[config.mk]
export PLATFORM = sky130hd
export DESIGN_NAME = mmf_framer
export DESIGN_NICKNAME = d
export VERILOG_FILES = /design/src/hw/mmf_pkg.sv /design/src/hw/mmf_divider.sv /design/src/hw/mmf_framer.sv
export SDC_FILE = /design/constraint.sdc
export NUM_CORES = 1
export LEC_CHECK = 0
export ABC_AREA = 1
export BUFFER_PORTS_ARGS = -buffer_cell sky130_fd_sc_hd__clkbuf_2
export CAP_MARGIN = 5
export CORE_MARGIN = 8
export CORE_UTILIZATION = 47
export CTS_CLUSTER_SIZE = 40
export DETAILED_ROUTE_END_ITERATION = 7
export SKIP_LAST_GASP = 1
export SLEW_MARGIN = 20
export SYNTH_ARGS = -nofsm -noshare
export SYNTH_HDL_FRONTEND = slang
export SYNTH_SLANG_ARGS = --single-unit
[constraint.sdc]
create_clock -name mclk -period 4.5 [get_ports mclk]
set_input_delay 0 -clock mclk [delete_from_list [all_inputs] [get_ports mclk]]
set_output_delay 0 -clock mclk [all_outputs]
set_load 0.01 [all_outputs]
[src/hw/mmf_pkg.sv]
// Package for the metrics message framer: constants, states and phases
// Contract
// - The request carries link_source_node_id as 8 bits in octet 0.
// - The request carries link_sink_node_id in octet 1, and the confirmation echoes both ids in octets 0 and 1.
// - The domain_master sends the metrics_confirm_msg to the requesting node for the link asked about.
// - The relay_path_list is present only when the route has one or more relays.
// - The confirmation carries a 16-bit peak_path_rate in bits per second.
// - The peak_path_rate is the reciprocal of the sum of reciprocals of all N+1 hop rates.
// - The confirmation carries a 16-bit allocatable_path_rate in bits per second.
// - Octet 0 of the relay_path_list holds the relay count N.
// - Octets 1 to N of the list hold relay node_identifiers, nearest the source first.
// - Then follow N+1 hop_phy_rate pairs, source hop first, sink hop last.
// - Each reported hop_phy_rate equals the rate last given in that node's topology_change_report.
// - Every metrics_request_msg is always answered with a metrics_confirm_msg; the framer drops a one-octet request unanswered.
package mmf_pkg;
  // ************************************************************
  // Field layout
  // ************************************************************
  localparam int unsigned OCT_W      = 8;
  localparam int unsigned RATE_W     = 16;
  localparam int unsigned DIV_W      = 48;
  localparam int unsigned TXCNT_W    = 10;
  localparam logic [1:0]  OCT_SRC    = 2'h0;
  localparam logic [1:0]  OCT_SINK   = 2'h1;
  localparam logic [1:0]  OCT_DONE   = 2'h2;
  localparam logic [15:0] RATE_MAX   = 16'hFFFF;
  // Fixed-point numerator for reciprocals
  localparam logic [47:0] RECIP_NUM  = 48'h0001_0000_0000;
  // Confirmation length: direct link, and fixed part with relays (plus 3 per relay)
  localparam logic [9:0]  LEN_DIRECT = 10'h006;
  localparam logic [9:0]  LEN_BASE   = 10'h009;

  typedef enum logic [2:0] {
    ST_IDLE, ST_QUERY, ST_RECIP_START, ST_RECIP_WAIT, ST_PEAK_START, ST_PEAK_WAIT, ST_TX
  } mmf_state_t;

  typedef enum logic [3:0] {
    TX_SRC, TX_SINK, TX_CNT, TX_ID, TX_RHI, TX_RLO, TX_PHI, TX_PLO, TX_AHI, TX_ALO, TX_END
  } mmf_phase_t;
endpackage : mmf_pkg

[src/hw/mmf_divider.sv]
// Serial restoring unsigned divider, one quotient bit per cycle
`timescale 1ns/1ps
`default_nettype none
module mmf_divider #(
  parameter int unsigned W = 48
) (
  input  wire logic         mclk,
  input  wire logic         rst_n,
  input  wire logic         start,
  input  wire logic [W-1:0] dividend,
  input  wire logic [W-1:0] divisor,
  output logic              done,
  output logic [W-1:0]      quotient
);
  // Counter width must hold the shift register width
  if (W < 2 || W > 64) begin : g_bad_width
    $error("mmf_divider: W out of range");
  end

  logic [W:0]   rem_ff;
  logic [W-1:0] quo_ff;
  logic [6:0]   cnt_ff;
  logic         done_ff;
  logic [W:0]   nxt_rem;
  logic [W:0]   trial;

  always_comb begin
    nxt_rem = {rem_ff[W-1:0], quo_ff[W-1]};
    trial   = nxt_rem - {1'b0, divisor};
  end

  // ************************************************************
  // Iteration
  // ************************************************************
  always_ff @(posedge mclk or negedge rst_n) begin
    if (!rst_n) begin
      rem_ff  <= '0;
      quo_ff  <= '0;
      cnt_ff  <= '0;
      done_ff <= 1'b0;
    end else begin
      done_ff <= 1'b0;
      if (start) begin
        rem_ff <= '0;
        quo_ff <= dividend;
        cnt_ff <= 7'(W);
      end else if (cnt_ff != '0) begin
        // Divide by zero yields all ones; caller screens it
        if (!trial[W]) begin
          rem_ff <= trial;
          quo_ff <= {quo_ff[W-2:0], 1'b1};
        end else begin
          rem_ff <= nxt_rem;
          quo_ff <= {quo_ff[W-2:0], 1'b0};
        end
        cnt_ff <= cnt_ff - 7'h01;
        if (cnt_ff == 7'h01) done_ff <= 1'b1;
      end
    end
  end

  assign done     = done_ff;
  assign quotient = quo_ff;
endmodule : mmf_divider
`default_nettype wire

[src/hw/mmf_framer.sv]
// Metrics message framer: parses requests and builds confirmations
`timescale 1ns/1ps
`default_nettype none
module mmf_framer (
  input  wire logic                       mclk,
  input  wire logic                       rst_n,
  input  wire logic                       req_valid,
  output logic                            req_ready,
  input  wire logic [mmf_pkg::OCT_W-1:0]  req_data,
  input  wire logic                       req_last,
  input  wire logic [mmf_pkg::OCT_W-1:0]  req_node_id,
  output logic                            route_req,
  output logic [mmf_pkg::OCT_W-1:0]       route_src,
  output logic [mmf_pkg::OCT_W-1:0]       route_sink,
  input  wire logic                       route_ack,
  input  wire logic [mmf_pkg::OCT_W-1:0]  route_relay_cnt,
  input  wire logic [mmf_pkg::RATE_W-1:0] route_alloc_rate,
  output logic [mmf_pkg::OCT_W-1:0]       hop_idx,
  input  wire logic [mmf_pkg::OCT_W-1:0]  hop_relay_id,
  input  wire logic [mmf_pkg::RATE_W-1:0] hop_rate,
  output logic                            cnf_valid,
  input  wire logic                       cnf_ready,
  output logic [mmf_pkg::OCT_W-1:0]       cnf_data,
  output logic                            cnf_last,
  output logic [mmf_pkg::OCT_W-1:0]       cnf_dest_node
);
  import mmf_pkg::*;

  mmf_state_t          state_ff;
  mmf_phase_t          phase_ff;
  logic [1:0]          rx_cnt_ff;
  logic [OCT_W-1:0]    src_ff;
  logic [OCT_W-1:0]    sink_ff;
  logic [OCT_W-1:0]    node_ff;
  logic [OCT_W-1:0]    relay_cnt_ff;
  logic [RATE_W-1:0]   alloc_ff;
  logic [RATE_W-1:0]   peak_ff;
  logic [OCT_W-1:0]    hop_idx_ff;
  logic [DIV_W-1:0]    sum_ff;
  logic                zero_hop_ff;
  logic                cnf_valid_ff;
  logic                cnf_last_ff;
  logic [OCT_W-1:0]    cnf_data_ff;
  logic [TXCNT_W-1:0]  tx_cnt_ff;
  logic                div_start;
  logic                div_done;
  logic [DIV_W-1:0]    div_divisor;
  logic [DIV_W-1:0]    div_quo;
  logic                load_en;

  assign req_ready     = (state_ff == ST_IDLE);
  assign route_req     = (state_ff == ST_QUERY);
  assign route_src     = src_ff;
  assign route_sink    = sink_ff;
  assign hop_idx       = hop_idx_ff;
  assign cnf_valid     = cnf_valid_ff;
  assign cnf_data      = cnf_data_ff;
  assign cnf_last      = cnf_last_ff;
  assign cnf_dest_node = node_ff;
  assign load_en       = (state_ff == ST_TX) && (!cnf_valid_ff || cnf_ready);
  assign div_start     = (state_ff == ST_RECIP_START) || (state_ff == ST_PEAK_START);
  // Divider reads the divisor on every iteration, so hold the sum for the whole peak pass
  assign div_divisor   = (state_ff == ST_PEAK_START || state_ff == ST_PEAK_WAIT) ? sum_ff : DIV_W'(hop_rate);

  mmf_divider #(.W(DIV_W)) u_div (
    .mclk     (mclk),
    .rst_n    (rst_n),
    .start    (div_start),
    .dividend (RECIP_NUM),
    .divisor  (div_divisor),
    .done     (div_done),
    .quotient (div_quo)
  );

  // ************************************************************
  // Request parsing
  // ************************************************************
  always_ff @(posedge mclk or negedge rst_n) begin
    if (!rst_n) begin
      rx_cnt_ff <= OCT_SRC;
      src_ff    <= '0;
      sink_ff   <= '0;
      node_ff   <= '0;
    end else if (req_valid && req_ready) begin
      if (rx_cnt_ff == OCT_SRC) begin
        src_ff  <= req_data;
        node_ff <= req_node_id;
      end
      if (rx_cnt_ff == OCT_SINK) sink_ff <= req_data;
      // Trailing octets beyond the two ids are ignored
      if (req_last) rx_cnt_ff <= OCT_SRC;
      else if (rx_cnt_ff != OCT_DONE) rx_cnt_ff <= rx_cnt_ff + 2'h1;
    end
  end

  // ************************************************************
  // Sequencing
  // ************************************************************
  always_ff @(posedge mclk or negedge rst_n) begin
    if (!rst_n) begin
      state_ff <= ST_IDLE;
    end else begin
      case (state_ff)
        ST_IDLE: begin
          // each complete request starts a reply; a one-octet request is dropped
          if (req_valid && req_last && rx_cnt_ff != OCT_SRC) state_ff <= ST_QUERY;
        end
        ST_QUERY:       if (route_ack) state_ff <= ST_RECIP_START;
        ST_RECIP_START: state_ff <= ST_RECIP_WAIT;
        ST_RECIP_WAIT: begin
          if (div_done) state_ff <= (hop_idx_ff == relay_cnt_ff) ? ST_PEAK_START : ST_RECIP_START;
        end
        ST_PEAK_START:  state_ff <= ST_PEAK_WAIT;
        ST_PEAK_WAIT:   if (div_done) state_ff <= ST_TX;
        ST_TX:          if (load_en && phase_ff == TX_END) state_ff <= ST_IDLE;
        default:        state_ff <= ST_IDLE;
      endcase
    end
  end

  // ************************************************************
  // Rate computation
  // ************************************************************
  always_ff @(posedge mclk or negedge rst_n) begin
    if (!rst_n) begin
      relay_cnt_ff <= '0;
      alloc_ff     <= '0;
      sum_ff       <= '0;
      zero_hop_ff  <= 1'b0;
      peak_ff      <= '0;
    end else begin
      if (state_ff == ST_QUERY && route_ack) begin
        relay_cnt_ff <= route_relay_cnt;
        alloc_ff     <= route_alloc_rate;
        sum_ff       <= '0;
        zero_hop_ff  <= 1'b0;
      end
      // Dead hop forces a zero peak, overriding the all-ones quotient of its divide by zero
      if (state_ff == ST_RECIP_START && hop_rate == '0) zero_hop_ff <= 1'b1;
      // sum of per-hop reciprocals over N+1 hops
      if (state_ff == ST_RECIP_WAIT && div_done) sum_ff <= sum_ff + div_quo;
      if (state_ff == ST_PEAK_WAIT && div_done) begin
        if (zero_hop_ff) peak_ff <= '0;
        else if (div_quo > DIV_W'(RATE_MAX)) peak_ff <= RATE_MAX;
        else peak_ff <= div_quo[RATE_W-1:0];
      end
    end
  end

  // ************************************************************
  // Hop index
  // ************************************************************
  always_ff @(posedge mclk or negedge rst_n) begin
    if (!rst_n) begin
      hop_idx_ff <= '0;
    end else begin
      if (state_ff == ST_QUERY && route_ack) hop_idx_ff <= '0;
      else if (state_ff == ST_RECIP_WAIT && div_done) begin
        if (hop_idx_ff != relay_cnt_ff) hop_idx_ff <= hop_idx_ff + 8'h01;
      end else if (state_ff == ST_PEAK_WAIT && div_done) hop_idx_ff <= '0;
      else if (load_en) begin
        if (phase_ff == TX_ID) begin
          hop_idx_ff <= (hop_idx_ff == relay_cnt_ff - 8'h01) ? '0 : hop_idx_ff + 8'h01;
        end else if (phase_ff == TX_RLO && hop_idx_ff != relay_cnt_ff) begin
          hop_idx_ff <= hop_idx_ff + 8'h01;
        end
      end
    end
  end

  // ************************************************************
  // Confirmation output
  // ************************************************************
  always_ff @(posedge mclk or negedge rst_n) begin
    if (!rst_n) begin
      phase_ff     <= TX_SRC;
      cnf_valid_ff <= 1'b0;
      cnf_last_ff  <= 1'b0;
      cnf_data_ff  <= '0;
      tx_cnt_ff    <= '0;
    end else if (state_ff == ST_PEAK_WAIT && div_done) begin
      phase_ff  <= TX_SRC;
      tx_cnt_ff <= '0;
    end else if (load_en) begin
      if (cnf_valid_ff) tx_cnt_ff <= tx_cnt_ff + 10'h001;
      cnf_valid_ff <= (phase_ff != TX_END);
      cnf_last_ff  <= (phase_ff == TX_ALO);
      // reply addressed to the requester, for its link
      case (phase_ff)
        TX_SRC:  begin cnf_data_ff <= src_ff;  phase_ff <= TX_SINK; end
        TX_SINK: begin
          cnf_data_ff <= sink_ff;
          phase_ff    <= (relay_cnt_ff != '0) ? TX_CNT : TX_PHI;
        end
        TX_CNT:  begin cnf_data_ff <= relay_cnt_ff; phase_ff <= TX_ID; end
        TX_ID: begin
          cnf_data_ff <= hop_relay_id;
          if (hop_idx_ff == relay_cnt_ff - 8'h01) phase_ff <= TX_RHI;
        end
        TX_RHI:  begin cnf_data_ff <= hop_rate[15:8]; phase_ff <= TX_RLO; end
        TX_RLO: begin
          cnf_data_ff <= hop_rate[7:0];
          phase_ff    <= (hop_idx_ff == relay_cnt_ff) ? TX_PHI : TX_RHI;
        end
        // peak then allocatable, high octet first
        TX_PHI:  begin cnf_data_ff <= peak_ff[15:8];  phase_ff <= TX_PLO; end
        TX_PLO:  begin cnf_data_ff <= peak_ff[7:0];   phase_ff <= TX_AHI; end
        TX_AHI:  begin cnf_data_ff <= alloc_ff[15:8]; phase_ff <= TX_ALO; end
        TX_ALO:  begin cnf_data_ff <= alloc_ff[7:0];  phase_ff <= TX_END; end
        default: phase_ff <= TX_SRC;
      endcase
    end
  end
endmodule : mmf_framer
`default_nettype wire

---- Word level (Yosys, flattened, before mapping) ----
Index checks and enable logic that the tools add are counted.
cells by class
  add/sub/neg operators ................... 6
  bitwise gates (word level) .............. 1
  multiplexer cells ....................... 42
  equality and inequality tests ........... 30
  reduce and logical (&&, ||, !) cells .... 37
  $lt $le $gt $ge ......................... 1
operator list
  kind                  number
  $mux 48               8
  $pmux 8 s10           1
  $mux 8                8
  $sub 49x48->49        1
  $add 48x48->48        1
  $gt 48x16->1 const B  1
  $pmux 4 s10           1
  $mux 16               2
  $mux 3                7
  $pmux 3 s7            1
  $eq 4x3->1 const B    4
  $eq 8x8->1            2
  $logic_not 16->1      1
  $mux 7                2
  $eq 4x4->1 const B    3
  $mux 4                3
  $reduce_bool 2->1     6
  $logic_and 1x1->1     10
  $ne 2x1->1 const B    5
  $reduce_and 2->1      5
  $reduce_bool 10->1    1
  $eq 3x3->1 const B    3
  $add 8x1->8 const B   1
  $eq 4x2->1 const B    2
  27 further kinds      38
word-level totals
  output and inout bits ................... 44
  bits in registers ....................... 244

---- Logic depth before layout (Yosys ltp) ----
  word-level depth ........................ 8
  depth in mapped cells ................... 23

---- Cells and area by module ----
Synthesis repeated with hierarchy kept, for this count alone.
second synthesis, totals
  cell total of the unflattened synthesis .. 3310
  area, all modules ....................... 20134.3 um^2
modules (own cells, without submodules)
  module       area an instance (um^2)  seq. area each (um^2)  instances  cells an instance
  mmf_framer   11013.1                  3503.4                 1          1771
  mmf_divider  9121.2                   2602.5                 1          1539

---- Worst setup path after synthesis ----
OpenSTA, ideal clock, no wires.
  path kind ............................... reg-to-reg
  from .................................... register state_ff[1]
  to ...................................... register u_div.rem_ff[26]
  library setup time ...................... 0.118 ns
  path slack .............................. 1.602 ns
  cell stages (with the launch flop) ...... 21
  arrival ................................. 2.780 ns
  path through ............................ dfrtp_1 inv_2 nand2_1 clkbuf_1 inv_2 clkbuf_1 nand2_1 ha_1 nand2_1 inv_2 nand2_1 inv_1 nand2_1 nand2_1 a21oi_2 nand3_2 nand2_4 buf_2 nand3_1 nand3_1 nand2_1
on the way
  longest elaborated chain between the ends .. 7
  elaborated cells between the ends (all ways) .. 11
RTL lines
  element                        RTL line                            text
  start, declared                mmf_framer.sv:29                    mmf_state_t state_ff;
  start signal, assigned         mmf_framer.sv:111                   if (div_done) state_ff <= (hop_idx_ff == relay_cnt_ff) ? ST_PEAK_START : ST_RECIP_START;
  $eq 3x3->1 (on tied branches)  mmf_framer.sv:61, mmf_framer.sv:63
  $logic_or 1x1->1               mmf_framer.sv:63                    assign div_divisor = (state_ff == ST_PEAK_START || state_ff == ST_PEAK_WAIT) ? sum_ff : DIV_W'(hop_rate);
  $mux 48                        mmf_framer.sv:63
  $sub 49x48->49                 mmf_divider.sv:29                   trial = nxt_rem - {1'b0, divisor};
  $mux 48                        mmf_divider.sv:49                   if (!trial[W]) begin
  $mux 48                        mmf_divider.sv:47                   end else if (cnt_ff != '0) begin
  $mux 48                        mmf_divider.sv:43                   if (start) begin
  end signal, assigned           mmf_divider.sv:50                   rem_ff <= trial;
  end signal, assigned           mmf_divider.sv:53                   rem_ff <= nxt_rem;
  end, declared                  mmf_divider.sv:20                   logic [W:0] rem_ff;
Several ways; a longest one is shown, not always the timed one. The select of a mux whose other input is x is not followed.
A chain may end at the register's enable or synchronous reset.

---- Final worst setup path ----
  from .................................... register state_ff[2]
  to ...................................... register u_div.rem_ff[39]
Same word-level chain as after synthesis.

==> impl_metrics.yaml <==
clock_tree:
  clock_path_buffers: 3
  cts_tree: "yes"
  htreeDepth: 1
  insertion_delay_ps: 600
  cts_setup_buffers: 0
  cts_root_buf: "clkbuf_16"
  path_clk_slew_ps: 60
  cts.sinks: 244
  cts_buffers: 30
finish:
  final_util_pct: 55.1
  synthToLayoutAreaGrowth_pct: 15.1
  nNetsFinal: 3318
  final_common_cell: "nand2_1"
  final_cell_mix: "1012 x nand2_1, 483 x inv_1, 244 x dfrtp_1, 240 x nor2_1, 212 x nand3_1"
  drive_above_1_share_pct: 7.68
timing:
  finalMaxSlewViolations: 0
  finalCritPeriodShare_pct: 93.8
  slew-limit-headroom_pct: 37.1
  min_period_ps: 4220
  clock.fmax_ghz: 0.237
  finalHoldViolCount: 0
  finalClockSkew_ps: 21.1
  tightest_slew_ps: 934
  rsz0062_at_grt: "false"
  finalSetupTns_ps: 0
  setup_viol: 0
global_routing:
  grt_pass1_wl_mm: 107
  grt_pass1_vias: 19400
  use_met1_pct: 39.5
  grt_overflow: 0
  grt_max_degree: 110
  busiest_layer: "met2"
  antenna_found_initial: 4
  grt_use_met2_pct: 44.1
  grtUsageTotal_pct: 28.4
  gr-usage-met3_pct: 6.12
floorplanning:
  core_area_mm2: 0.0398
  io_pins: 114
  die-height_um: 217
  rows: 73
  fp.dieW_um: 217
  die_area_mm2: 0.0472
  start_util_pct: 47.8
run_status:
  status: "completed"
route:
  wl_per_cell_um: 18.8
  first_iter_violations: 1890
  drtAntennaViolNets: 0
  vias: 20100
  first_pass_iters: 6
  via_per_inst: 5.43
  remaining_drc_errors: 0
  finalWirelength_mm: 69.6
min_path:
  hold_path_class: "input pin to async pin"
synth:
  netlist_instances: 2980
  yosysUniqueCellTypes: 52
  synth_nets: 3156
  avgSynthCellArea_um2: 6.39
  ys_seq_area_share_pct: 32.1
  mappedNetlistArea_mm2: 0.0190
  ys_ff_latch: 244
  yosysWarnings: 0
worst_setup_path:
  crit_buf_inv: 1
  ff2ff_path_depth: 18
  cpMostUsedCell: "nand2_1"
  critPathKind: "flip-flop to flip-flop"
  crit_arrival_ps: 4680
  worstPathRequired_ps: 4960
  reg2reg_from: "state_ff[2]$_DFFE_PN0P_"
  cp_slowest_cell: "clkinv_2"
  regToRegEndpoint: "u_div.rem_ff[39]$_DFFE_PN0P_"
  end_kind: "flip-flop"
  worst-r2r-setup-slack_ps: 280
  path_delay_family: "simple AND/OR/NAND/NOR gates"
  crit_path_max_fanout: 45
  critPathMaxStageDelay_ps: 470
  critPathLaunchType: "flip-flop"
  path_cells: "nand2_1, clkinv_2, nand2_1, o21ai_1, ha_1, nand2_1, nor2_1, nand3_1, nand2_1, nand2_1, nand2_2, nand2_2, nand3_2, nand2_4, nand2_8, nand2_1, nand3_1, nand2_1"
power_and_ir_drop:
  power_density_mw_per_mm2: 634
  ir_drop_mv: 0.474
  p_leak_nw: 11.6
run:
  maxCapViolations: 0
placement:
  io_buffers: 113
  dp_hpwl_mm: 54.7
  gp_congestion: 0.963
## layer usage
layer	wire, um	vias up
met2	30600	700
met1	31100	9408
met4	1900	4
met5	29	-
li1	-	9821
met3	5920	125
## final cells by class
type	count	area (um^2)
tap	525	657
inverter	510	1920
sequential	244	6110
clock inverter	12	216
fill	4016	17900
timing repair buffer	188	1310
multi-input combinational	2168	10800
clock buffer	44	923
antenna	3	7.51
## how the worst max path moves through the flow
stage | to | from | cells past startpoint
floorplan | u_div.rem_ff[26]$_DFFE_PN0P_ | state_ff[1]$_DFFE_PN0P_ | 20
global route | u_div.rem_ff[45]$_DFFE_PN0P_ | state_ff[2]$_DFFE_PN0P_ | 19
CTS | u_div.rem_ff[34]$_DFFE_PN0P_ | state_ff[1]$_DFFE_PN0P_ | 17
global placement | u_div.rem_ff[46]$_DFFE_PN0P_ | state_ff[1]$_DFFE_PN0P_ | 17
finish | u_div.rem_ff[39]$_DFFE_PN0P_ | state_ff[2]$_DFFE_PN0P_ | 18
detailed placement | u_div.rem_ff[39]$_DFFE_PN0P_ | state_ff[1]$_DFFE_PN0P_ | 17
## cell families after synthesis
family / count (synthesis) / share of synthesized area [%]
AND/OR/NAND/NOR: 1578 / 34.2
buffers and inverters: 569 / 11.5
AO/OA/AOI/OAI: 421 / 12.2
flip-flops: 244 / 32.1
adder cells (fa/ha/maj): 106 / 7.04
XOR/XNOR: 46 / 2.12
multiplexers: 16 / 0.946
## power by group
part	leakage [nW]	total [mW]	switching (mW)	internal, mW
sequential	3.20	3.40	0.552	2.85
clock	0.560	2.72	1.01	1.71
combinational	7.87	7.78	5.26	2.53
## Yosys cell counts, drive strengths merged
cell type / count / area, um^2
nand2b: 2 / 12.5
a21o: 6 / 45.0
a32o: 1 / 10.0
o21bai: 6 / 45.0
a22oi: 1 / 7.51
o21ai: 163 / 816
and3: 3 / 18.8
a311oi: 1 / 8.76
a31oi: 6 / 37.5
fa: 2 / 40.0
and2: 3 / 18.8
buf: 19 / 116
a21oi: 134 / 674
nor3b: 1 / 12.5
a211oi: 2 / 15.0
nor4: 15 / 93.8
or2: 5 / 31.3
nand2: 1018 / 3850
o221ai: 1 / 8.76
ha: 104 / 1300
inv: 506 / 1900
dfrtp: 244 / 6110
o2111ai: 2 / 17.5
clkbuf: 40 / 151
nor2: 251 / 980
a22o: 1 / 8.76
o21a: 8 / 60.1
clkinv: 4 / 15.0
xnor2: 34 / 298
o211ai: 5 / 37.5
nand4: 34 / 228
nand3b: 9 / 67.6
xor2: 12 / 105
a21boi: 3 / 22.5
a221oi: 1 / 8.76
nor3: 24 / 120
nand3: 213 / 1070
mux2: 16 / 180
o22ai: 80 / 500
## state kept, by name (all words and copies together) (netlist names), 8 cells and up
name and flops:
alloc_ff 16, route_src 8, u_div.quotient 48, route_sink 8
sum_ff 48, u_div.rem_ff 48, relay_cnt_ff 8, hop_idx 8
cnf_data 8, peak_ff 16, cnf_dest_node 8
## repair_timing
action | CTS | global route
resized for setup | 0 | 3
hold buffers | 65 | 0
endpoints found under the setup margin | 0 | 45
endpoints found under the hold margin | 169 | 0
## through the flow
stage / hold WS (ps) / cell area (um^2) / power [mW] / worst slack, ps / std cells
after floorplan: -296 / 19000 / 8.74 / 1600 / 2980
after global placement: 77.7 / 20100 / 10.9 / 235 / 3569
after detailed placement: 97.8 / 20100 / 11.0 / 170 / 3569
after CTS: 8.80 / 21900 / 13.8 / 139 / 3690
after global routing: 67.3 / 21900 / 15.1 / 50.5 / 3691
final: 3.99 / 21900 / 13.9 / 281 / 3694
(Power assumes the default switching activity.)
